===== config.mk =====
export PLATFORM = sky130hd
export DESIGN_NAME = dcr_ctrl
export DESIGN_NICKNAME = d
export VERILOG_FILES = /design/src/logic/dcr_pkg.sv /design/src/logic/dcr_ctrl.sv /design/src/logic/dcr_ovr_det.sv
export SDC_FILE = /design/constraint.sdc
export NUM_CORES = 1
export LEC_CHECK = 0
export BUFFER_PORTS_ARGS = -buffer_cell sky130_fd_sc_hd__buf_2
export CAP_MARGIN = 20
export CORE_UTILIZATION = 50
export DETAILED_ROUTE_END_ITERATION = 10
export PLACE_DENSITY_LB_ADDON = 0.08
export SLEW_MARGIN = 15
export SYNTH_ARGS = -nofsm -noshare
export SYNTH_HDL_FRONTEND = slang
export SYNTH_SLANG_ARGS = --single-unit

===== constraint.sdc =====
create_clock -name CORE_CLK_IN -period 2.25 [get_ports CORE_CLK_IN]
set_clock_uncertainty 0.1 [all_clocks]
set_input_delay 0.3375 -clock CORE_CLK_IN [delete_from_list [all_inputs] [get_ports CORE_CLK_IN]]
set_output_delay 0.3375 -clock CORE_CLK_IN [all_outputs]
set_load 0.01 [all_outputs]

===== src/logic/dcr_pkg.sv =====
// Constants and types for the decimating converter reset / overrange control.
// Assumes one 100 MHz core clock; the converter clock is half that rate.
package dcr_pkg;

  // ----------------------------------------------------------------
  // Timing
  // ----------------------------------------------------------------
  localparam int CLK_PERIOD_NS    = 10;
  localparam int STROBE_DLY_NS    = 15;
  // Least delay, rounded up to whole core cycles
  localparam int STROBE_DLY_CYC   = (STROBE_DLY_NS + CLK_PERIOD_NS - 1) / CLK_PERIOD_NS;
  // Modulator detector lag: 3 1/2 converter periods, counted in half periods
  localparam int OVR_MOD_DLY_HALF = 7;
  localparam int OVR_STAGES       = OVR_MOD_DLY_HALF;

  // ----------------------------------------------------------------
  // Widths and limits
  // ----------------------------------------------------------------
  localparam int SAMPLE_W   = 16;
  localparam int MOD_W      = 18;
  localparam int FILT_W     = 18;
  localparam int CNT_W      = 4;
  localparam int FULL_SCALE = 32767;
  localparam int MOD_LIMIT  = (FULL_SCALE * 103) / 100;

  localparam logic [CNT_W-1:0] CNT_RST  = 4'h0;
  localparam logic [CNT_W-1:0] SET_PT   = CNT_W'(STROBE_DLY_CYC - 1);

  // ----------------------------------------------------------------
  // Types
  // ----------------------------------------------------------------
  typedef enum logic [1:0] {
    DCR_X1 = 2'b00,
    DCR_X2 = 2'b01,
    DCR_X4 = 2'b10,
    DCR_X8 = 2'b11
  } dcr_ratio_e;

  localparam dcr_ratio_e RATIO_RST = DCR_X8;

  typedef struct packed {
    logic                       over;
    logic signed [SAMPLE_W-1:0] data;
  } dcr_sample_s;

  localparam dcr_sample_s SAMPLE_RST = '{over: 1'b0, data: 16'h0000};

endpackage : dcr_pkg


===== src/logic/dcr_ctrl.sv =====
// Reset, divider, valid strobe, overrange flag and ratio select control.
// Assumes the modulator and filter datapaths sit outside and are steered
// by the enables and reset driven here.
//
// Function
// RQ1: Reset input is active low and acts asynchronously.
// RQ2: In reset the filter clock stops and the valid strobe is low.
// RQ3: Modulator and dividers are cleared and held while reset is low.
// RQ4: Other party holds reset low at least one converter period.
// RQ5: Dividers restart on next falling edge; strobe rises about 15 ns later.
// RQ6: Reset leaves filter contents untouched.
// RQ7: Consumer discards 321 samples after reset or switch in 8x; the host model flushes after reset only.
// RQ8: Consumer discards 108 samples in 4x, 23 samples in 2x.
// RQ9: Controller resets all converters together to align dividers.
// RQ10: Overrange flag updates once per converter period.
// RQ11: Consumer samples the overrange flag on the falling edge.
// RQ12: Modulator detector flags and clips beyond 3% over full scale.
// RQ13: Modulator overrange shows 3 1/2 periods after the sampling edge.
// RQ14: Post-filter detector flags and clips filter output to full scale.
// RQ15: Overrange flag is the OR of both detectors.
// RQ16: Mode bands select 8x, 2x, 4x, 1x from lowest to highest.
// RQ17: Encoded mode selection is latched on the falling edge.
// RQ18: Sample outputs change with the strobe rising edge.
// RQ19: Strobe runs near half duty, independent of read and select.
// RQ20: Samples are signed twos complement words.
// RQ21: One sample and strobe period per ratio converter periods.
`timescale 1ns/10ps
`default_nettype none

module dcr_ctrl
  import dcr_pkg::*;
(
  // Clock and reset
  input  wire logic                       CORE_CLK_IN,
  input  wire logic                       RSTN_IN,
  // Mode comparators, thermometer code from lowest threshold up
  input  wire logic [2:0]                 MODE_CMP_IN,
  // Datapath taps
  input  wire logic signed [MOD_W-1:0]    MOD_DATA_IN,
  input  wire logic signed [FILT_W-1:0]   FILT_DATA_IN,
  // Output control
  input  wire logic                       CS_N_IN,
  input  wire logic                       READ_IN,
  // Converter clock and datapath control
  output logic                            CONV_CLK_OUT,
  output logic                            MOD_RST_OUT,
  output logic                            FILT_CLK_EN_OUT,
  output logic signed [MOD_W-1:0]         MOD_CLIP_OUT,
  // Host side
  output logic                            OUTPUT_VALID_STROBE_OUT,
  output logic signed [SAMPLE_W-1:0]      SAMPLE_OUTPUT_BITS_OUT,
  output logic                            SAMPLE_OE_OUT,
  output logic                            OVERRANGE_FLAG_OUT,
  output logic [1:0]                      RATIO_OUT
);

  // ----------------------------------------------------------------
  // Decoding functions
  // ----------------------------------------------------------------
  function automatic dcr_ratio_e encode_mode(input logic [2:0] cmp);
    unique case (cmp)
      3'b000:  encode_mode = DCR_X8;
      3'b001:  encode_mode = DCR_X2;
      3'b011:  encode_mode = DCR_X4;
      3'b111:  encode_mode = DCR_X1;
      default: encode_mode = DCR_X8;
    endcase
  endfunction : encode_mode

  function automatic logic [CNT_W:0] period_cyc(input dcr_ratio_e r);
    unique case (r)
      DCR_X1: period_cyc = 5'h02;
      DCR_X2: period_cyc = 5'h04;
      DCR_X4: period_cyc = 5'h08;
      DCR_X8: period_cyc = 5'h10;
    endcase
  endfunction : period_cyc

  // ----------------------------------------------------------------
  // State
  // ----------------------------------------------------------------
  logic                   phase;
  logic                   running;
  logic [CNT_W-1:0]       cnt;
  logic                   strobe;
  dcr_ratio_e             ratio;
  dcr_sample_s            sample;
  logic [OVR_STAGES-1:0]  mod_ovr_pipe;
  logic                   ovr_flag;
  logic signed [MOD_W-1:0] mod_clip;

  // ----------------------------------------------------------------
  // Decode
  // ----------------------------------------------------------------
  wire                    rise_en    = ~phase;
  wire                    fall_en    = phase;
  wire [CNT_W:0]          period     = period_cyc(ratio);
  wire [CNT_W:0]          half       = {1'b0, period[CNT_W:1]};
  wire [CNT_W:0]          clr_sum    = {1'b0, SET_PT} + half;
  wire [CNT_W-1:0]        clr_pt     = (clr_sum >= period) ? CNT_W'(clr_sum - period)
                                                           : clr_sum[CNT_W-1:0];
  wire                    cnt_wrap   = {1'b0, cnt} == (period - 5'h01);
  wire [CNT_W-1:0]        next_cnt   = cnt_wrap ? CNT_RST : cnt + 4'h1;
  wire                    strobe_set = running && (cnt == SET_PT);
  wire                    strobe_clr = running && (cnt == clr_pt);
  wire                    start      = ~running & fall_en;
  wire                    mod_over;
  wire signed [MOD_W-1:0] mod_clip_now;
  wire                    filt_over;
  wire signed [SAMPLE_W-1:0] filt_clip;

  dcr_ovr_det #(
    .IN_W  (MOD_W),
    .OUT_W (MOD_W),
    .LIMIT (MOD_LIMIT)
  ) u_mod_det (
    .data_in  (MOD_DATA_IN),
    .over_out (mod_over),
    .clip_out (mod_clip_now)
  );

  dcr_ovr_det #(
    .IN_W  (FILT_W),
    .OUT_W (SAMPLE_W),
    .LIMIT (FULL_SCALE)
  ) u_filt_det (
    .data_in  (FILT_DATA_IN),
    .over_out (filt_over),
    .clip_out (filt_clip)
  );

  // ----------------------------------------------------------------
  // Converter clock phase and ratio latch
  // ----------------------------------------------------------------
  always_ff @(posedge CORE_CLK_IN or negedge RSTN_IN) begin // RQ1
    if (!RSTN_IN) begin
      phase <= 1'b0;
      ratio <= RATIO_RST;
    end else begin
      phase <= ~phase;
      if (fall_en) begin
        ratio <= encode_mode(MODE_CMP_IN); // RQ16 RQ17
      end
    end
  end

  // ----------------------------------------------------------------
  // Divider and valid strobe
  // ----------------------------------------------------------------
  always_ff @(posedge CORE_CLK_IN or negedge RSTN_IN) begin
    if (!RSTN_IN) begin
      running <= 1'b0; // RQ3
      cnt     <= CNT_RST; // RQ3
      strobe  <= 1'b0; // RQ2
    end else begin
      if (start) begin
        running <= 1'b1; // RQ5
        cnt     <= CNT_RST;
      end else if (running) begin
        cnt <= next_cnt; // RQ21
      end
      if (strobe_set) begin
        strobe <= 1'b1; // RQ5 RQ19
      end else if (strobe_clr) begin
        strobe <= 1'b0; // RQ19
      end
    end
  end

  // ----------------------------------------------------------------
  // Sample and flag registers
  // ----------------------------------------------------------------
  always_ff @(posedge CORE_CLK_IN or negedge RSTN_IN) begin
    if (!RSTN_IN) begin
      sample <= SAMPLE_RST;
    end else if (strobe_set) begin
      sample <= '{over: filt_over, data: filt_clip}; // RQ14 RQ18 RQ20
    end
  end

  always_ff @(posedge CORE_CLK_IN or negedge RSTN_IN) begin
    if (!RSTN_IN) begin
      mod_clip     <= '0; // RQ3
      mod_ovr_pipe <= '0;
      ovr_flag     <= 1'b0;
    end else begin
      if (rise_en) begin
        mod_clip <= mod_clip_now; // RQ12
      end
      mod_ovr_pipe[0] <= rise_en & mod_over; // RQ12
      if (fall_en) begin
        ovr_flag <= mod_ovr_pipe[OVR_STAGES-1] | sample.over; // RQ10 RQ13 RQ15
      end
    end
  end

  genvar gi;
  generate
    for (gi = 1; gi < OVR_STAGES; gi++) begin : g_ovr_pipe
      always_ff @(posedge CORE_CLK_IN or negedge RSTN_IN) begin
        if (!RSTN_IN) begin
          mod_ovr_pipe[gi] <= 1'b0;
        end else begin
          mod_ovr_pipe[gi] <= mod_ovr_pipe[gi-1]; // RQ13
        end
      end
    end
  endgenerate

  // ----------------------------------------------------------------
  // Outputs
  // ----------------------------------------------------------------
  assign CONV_CLK_OUT            = phase;
  assign MOD_RST_OUT             = ~RSTN_IN; // RQ3
  // Filter state is only frozen, never cleared
  assign FILT_CLK_EN_OUT         = running & fall_en; // RQ2 RQ6
  assign MOD_CLIP_OUT            = mod_clip;
  assign OUTPUT_VALID_STROBE_OUT = strobe;
  assign SAMPLE_OUTPUT_BITS_OUT  = sample.data;
  assign SAMPLE_OE_OUT           = ~CS_N_IN & READ_IN;
  assign OVERRANGE_FLAG_OUT      = ovr_flag;
  assign RATIO_OUT               = ratio;

  // ----------------------------------------------------------------
  // Checks
  // ----------------------------------------------------------------
  logic [CNT_W:0] gap;
  logic           gap_ok;
  wire            ratio_move = fall_en && (encode_mode(MODE_CMP_IN) != ratio);

  always_ff @(posedge CORE_CLK_IN or negedge RSTN_IN) begin
    if (!RSTN_IN) begin
      gap    <= '0;
      gap_ok <= 1'b0;
    end else if (strobe_set) begin
      gap    <= 5'h01;
      gap_ok <= ~ratio_move;
    end else begin
      gap_ok <= gap_ok & ~ratio_move;
      if (gap != 5'h1F) begin
        gap <= gap + 5'h01;
      end
    end
  end

  chk_reset_quiet: assert property ( // RQ2
    @(posedge CORE_CLK_IN) !RSTN_IN |-> !strobe && !FILT_CLK_EN_OUT)
    else $error("strobe or filter clock active in reset");

  chk_reset_clears: assert property ( // RQ3
    @(posedge CORE_CLK_IN) !RSTN_IN |-> MOD_RST_OUT && cnt == CNT_RST && !running)
    else $error("dividers or modulator not held cleared");

  chk_restart_strobe: assert property ( // RQ5
    @(posedge CORE_CLK_IN) disable iff (!RSTN_IN)
    $rose(running) |-> $past(fall_en) ##2 $rose(strobe))
    else $error("strobe did not rise two cycles after restart");

  chk_strobe_period: assert property ( // RQ21
    @(posedge CORE_CLK_IN) disable iff (!RSTN_IN)
    (strobe_set && gap_ok && $stable(ratio)) |-> gap == period)
    else $error("strobe period does not match ratio");

  chk_sample_edge: assert property ( // RQ18
    @(posedge CORE_CLK_IN) disable iff (!RSTN_IN)
    $changed(SAMPLE_OUTPUT_BITS_OUT) |-> $rose(strobe))
    else $error("sample changed away from strobe rise");

  chk_mod_ovr_delay: assert property ( // RQ13
    @(posedge CORE_CLK_IN) disable iff (!RSTN_IN)
    (rise_en && mod_over) |-> ##8 OVERRANGE_FLAG_OUT)
    else $error("modulator overrange not flagged on time");

  chk_flag_cadence: assert property ( // RQ10
    @(posedge CORE_CLK_IN) disable iff (!RSTN_IN)
    $changed(OVERRANGE_FLAG_OUT) |-> $past(fall_en))
    else $error("overrange flag changed off the falling edge");

  chk_filt_or: assert property ( // RQ15
    @(posedge CORE_CLK_IN) disable iff (!RSTN_IN)
    (fall_en && sample.over) |=> OVERRANGE_FLAG_OUT)
    else $error("filter overrange missing from flag");

  chk_mode_latch: assert property ( // RQ17
    @(posedge CORE_CLK_IN) disable iff (!RSTN_IN)
    $changed(ratio) |-> $past(fall_en))
    else $error("ratio changed off the falling edge");

  chk_mod_clip: assert property ( // RQ12
    @(posedge CORE_CLK_IN) disable iff (!RSTN_IN)
    MOD_CLIP_OUT <= MOD_LIMIT && MOD_CLIP_OUT >= -MOD_LIMIT)
    else $error("modulator data beyond clip limit");

endmodule : dcr_ctrl

`default_nettype wire


===== src/logic/dcr_ovr_det.sv =====
// Range detector with hard clip to a symmetric limit.
// Purely combinational; the caller registers its outputs.
`timescale 1ns/10ps
`default_nettype none

module dcr_ovr_det #(
  parameter int IN_W  = 18,
  parameter int OUT_W = 18,
  parameter int LIMIT = 32767
) (
  // Data in
  input  wire logic signed [IN_W-1:0]  data_in,
  // Results
  output logic                         over_out,
  output logic signed [OUT_W-1:0]      clip_out
);

  wire over_hi = data_in > LIMIT;
  wire over_lo = data_in < -LIMIT;

  assign over_out = over_hi | over_lo;
  assign clip_out = over_hi ? OUT_W'(LIMIT) :
                    over_lo ? OUT_W'(-LIMIT) : data_in[OUT_W-1:0];

endmodule : dcr_ovr_det

`default_nettype wire


==> run summary <==
The count of flip-flops with a built-in enable after synthesis is 0, and the clock period minus final worst setup slack is 2.03 ns. For this run, the leading register cell type out of synthesis is sky130_fd_sc_hd__dfrtp_1. The minimum setup slack among reg-to-reg paths came out at 0.22 ns. The critical path is of the reg2reg type. The combined buffer and inverter count along the critical path is 1. When the netlist entered floorplanning its net count stood at 273.

Max-cap violations in this run came to 0. The run finished with clean final reports. The number of global-route vias before repair was 1730. The total count of max-transition violations in the final report is 0. The number of instances in the synthesized netlist came out at 227. In this run the clock root is driven by a sky130_fd_sc_hd__clkbuf_8.

The run gives 1984 as the detailed-route via count. The largest individual stage delay along the critical path comes from the cell sky130_fd_sc_hd__o21ai_1. The total congestion overflow is 0, and the number of failing hold endpoints at the final stage is 0. Across every metal layer, demand over resource in global routing totals 20.4%. Fraction of layout cells with a size suffix above 1: 40.7%. The floorplan has 25 rows. Area of the die: 5240 sq um. Using the TritonRoute via totals, the vias-per-cell ratio works out to 5.48. The signed area change from the synthesized netlist to the final layout came out at 19.0%. STA classifies the critical path endpoint as a register. The logs give 53 for the maximum number of pins on one net before global-route repair and 138 for the initial DRC count. The post-route setup TNS was 0 ns; the largest incremental delay on the critical path was 0.52 ns.

Walking the worst path, the cells encountered are inv_1, ha_1, and4bb_2, o21ai_1, o221a_2. After clock tree synthesis, the flow added hold-fix buffers numbering 0. The total power is 0.00293 W, and the transition time at the pin with the least slew margin is 0.984 ns. The ratio of final minimum period to clock period works out to 90.2%. For the worst-skew pair, the clock arrives at the later sink with an insertion delay of 0.30 ns. 0 antenna diodes ended up in the layout. During placement, the flow inserted port buffers numbering 84. Final weighted congestion of routability-driven global placement: 0.794.

The run gives 0 as the post-CTS setup buffer count. Clock edge transition at the registers on the reported setup and hold paths: 0.10 ns. In this run the worst path has a maximum fanout of 15. During synthesis, Yosys emitted a total of 0 warnings. The tools report the number of buffers on the longest clock path as 2. The number of gates resized after CTS was 0. The starting density of the core was 52.1%.

The startpoint identified for the worst register-to-register timing path is cnt[1]. Cells fill 62.0% of the core in the end. The sequential area share after synthesis came out at 52.6%. The highest ir drop seen on vdd was 0.000371 V; the proportion of register bits with asynchronous set or reset after synthesis was 100%. The headroom to the max-slew limit came out at 34.0%.

The logs give 3660 microns for the total half-perimeter wirelength after legalization and detailed placement and 4750 sq um for the core box area. The die height is 72.4 microns, and the I/O pin count is 85. The kind of cell with the highest combined delay on the critical path was compound AO/OA/AOI/OAI gates. For the worst flop-to-flop path, the logic depth is 5.

The aggregate routed wire length came out at 5100 microns. CTS saw 52 sinks. The layout filler cell count is 398, and the power density over the cells is 993 nW/um^2.

In this run the number of H-tree levels came out at 2. For this run, the detailed router's first-pass iteration total came to 4. Data on the critical path is required at its endpoint by 2.39 ns.

TritonCTS built the clock tree. The flop and latch count out of synthesis came out at 52. Each instance of the synthesized netlist takes up on average 10.9 sq um. The worst register-to-register path ends at SAMPLE_OUTPUT_BITS_OUT[11]. Setup violations remaining at the end of the flow were counted as 0. The synthesized netlist contains 47 unique library cells. Worst min-delay path category: in2async. The floorplan step set the die width to 72.4 microns. Buffers inserted during clock tree synthesis total 5. The upper clock frequency limit is 0.492 GHz, and the arrival time of the worst setup path is 2.17 ns. The run gives 340 as the final-stage net count. Setup repair after global routing left no endpoint under its margin. Summed over all cells, the static leakage comes to 1.37 nW.

After detailed routing, the average wire length per cell comes to 14.1 microns. The worst setup path is launched from a register. The count of nets left with antenna violations once routing finished came out at 0. The number of DRC violations after detailed routing was 0; the number of antenna violations at the first check in global routing was 0. Summing every instance area after synthesis gives 2480 sq um.

The wire length of the first global-routing pass was 8210 microns.
synthesized netlist by cell type (6+ instances only):
cell,number,area (sq um)
sky130_fd_sc_hd__dfrtp_1,50,1250
sky130_fd_sc_hd__a2bb2oi_1,8,70.1
sky130_fd_sc_hd__nand2_1,8,30.0
sky130_fd_sc_hd__a22o_1,10,87.6
sky130_fd_sc_hd__inv_1,7,26.3
sky130_fd_sc_hd__clkbuf_1,6,22.5
sky130_fd_sc_hd__o221a_2,14,158
sky130_fd_sc_hd__buf_4,19,143
sky130_fd_sc_hd__nor3_1,6,30.0
sky130_fd_sc_hd__nor2_1,30,113
sky130_fd_sc_hd__a21oi_1,11,55.1
cells by family (layout without fill, tap and decap cells):
| logic type | Yosys count | after routing | share of synthesized area (%) |
|---|---|---|---|
| compound gates | 63 | 63 | 21.2 |
| xor+xnor | 4 | 4 | 1.41 |
| fa+ha+maj | 3 | 3 | 1.52 |
| buf+inv | 39 | 107 | 9.29 |
| flops | 52 | 52 | 52.6 |
| mux | 2 | 2 | 0.859 |
| simple gates | 64 | 64 | 13.1 |
through the flow:
stage | instance area (sq um) | instances | setup WS [ns] | hold slack, ns
after global placement | 2830 | 354 | 0.162 | 0.236
after global routing | 2950 | 362 | 0.0286 | 0.0761
after detailed placement | 2830 | 354 | 0.139 | 0.239
final | 2950 | 362 | 0.219 | 0.0548
after floorplan | 2480 | 227 | 0.132 | -0.0581
after CTS | 2950 | 362 | 0.216 | 0.0718
sequential cells by signal (all words and copies together), names as in the netlist:
signal / cells
SAMPLE_OUTPUT_BITS_OUT: 16
OUTPUT_VALID_STROBE_OUT: 1
cnt: 4
MOD_CLIP_OUT: 18
OVERRANGE_FLAG_OUT: 1
CONV_CLK_OUT: 1
mod_ovr_pipe: 7
sample: 1
running: 1
RATIO_OUT: 2
where the power goes:
part | internal, W | leakage (nW) | switching, W
Sequential | 0.00117 | 0.593 | 0.000174
Combinational | 0.000510 | 0.723 | 0.000422
Clock | 0.000335 | 0.0548 | 0.000314
Total | 0.00202 | 1.37 | 0.000909
layout make-up:
type | instances | area [sq um] | share of cell area [%]
Tap cell | 67 | 83.8 | 2.84
Clock inverter | 3 | 46.3 | 1.57
Timing Repair Buffer | 91 | 473 | 16.0
Sequential cell | 52 | 1300 | 44.2
Multi-Input combinational cell | 136 | 943 | 32.0
Clock buffer | 5 | 68.8 | 2.33
Inverter | 8 | 30.0 | 1.02
cells in the final DEF, fill, tap and decap left out, types with 2 or more instances in the layout:
master	n
sky130_fd_sc_hd__a211oi_1	3
sky130_fd_sc_hd__a21oi_1	11
sky130_fd_sc_hd__a22o_1	10
sky130_fd_sc_hd__a2bb2oi_1	8
sky130_fd_sc_hd__a31oi_1	3
sky130_fd_sc_hd__buf_2	84
sky130_fd_sc_hd__buf_4	7
sky130_fd_sc_hd__clkbuf_8	5
sky130_fd_sc_hd__dfrtp_1	50
sky130_fd_sc_hd__dfstp_2	2
sky130_fd_sc_hd__ha_1	3
sky130_fd_sc_hd__inv_1	7
sky130_fd_sc_hd__nand2_1	8
sky130_fd_sc_hd__nand3_1	3
sky130_fd_sc_hd__nand4_1	2
sky130_fd_sc_hd__nor2_1	30
sky130_fd_sc_hd__nor2b_1	2
sky130_fd_sc_hd__nor3_1	6
sky130_fd_sc_hd__nor4_1	4
sky130_fd_sc_hd__o21ai_0	3
sky130_fd_sc_hd__o221a_2	14
sky130_fd_sc_hd__xnor2_1	4
routing by layer:
metal	vias up	track usage (%)	part of all wire, %
li1	949	-	-
met1	945	30.9	49
met2	84	30.0	44
met3	6	3.75	5.8
met4	0	5.88	1.0
met5	-	0	0
worst max-delay path by stage:
stage | from | end | cells past startpoint
floorplan | MOD_DATA_IN[12] | MOD_CLIP_OUT[0] | 9
global placement | MOD_DATA_IN[9] | MOD_CLIP_OUT[12] | 9
detailed placement | MOD_DATA_IN[9] | MOD_CLIP_OUT[16] | 9
CTS | cnt[1] | SAMPLE_OUTPUT_BITS_OUT[7] | 5
global route | cnt[1] | SAMPLE_OUTPUT_BITS_OUT[3] | 5
finish | cnt[1] | SAMPLE_OUTPUT_BITS_OUT[11] | 5
(Power assumes the default switching activity.)
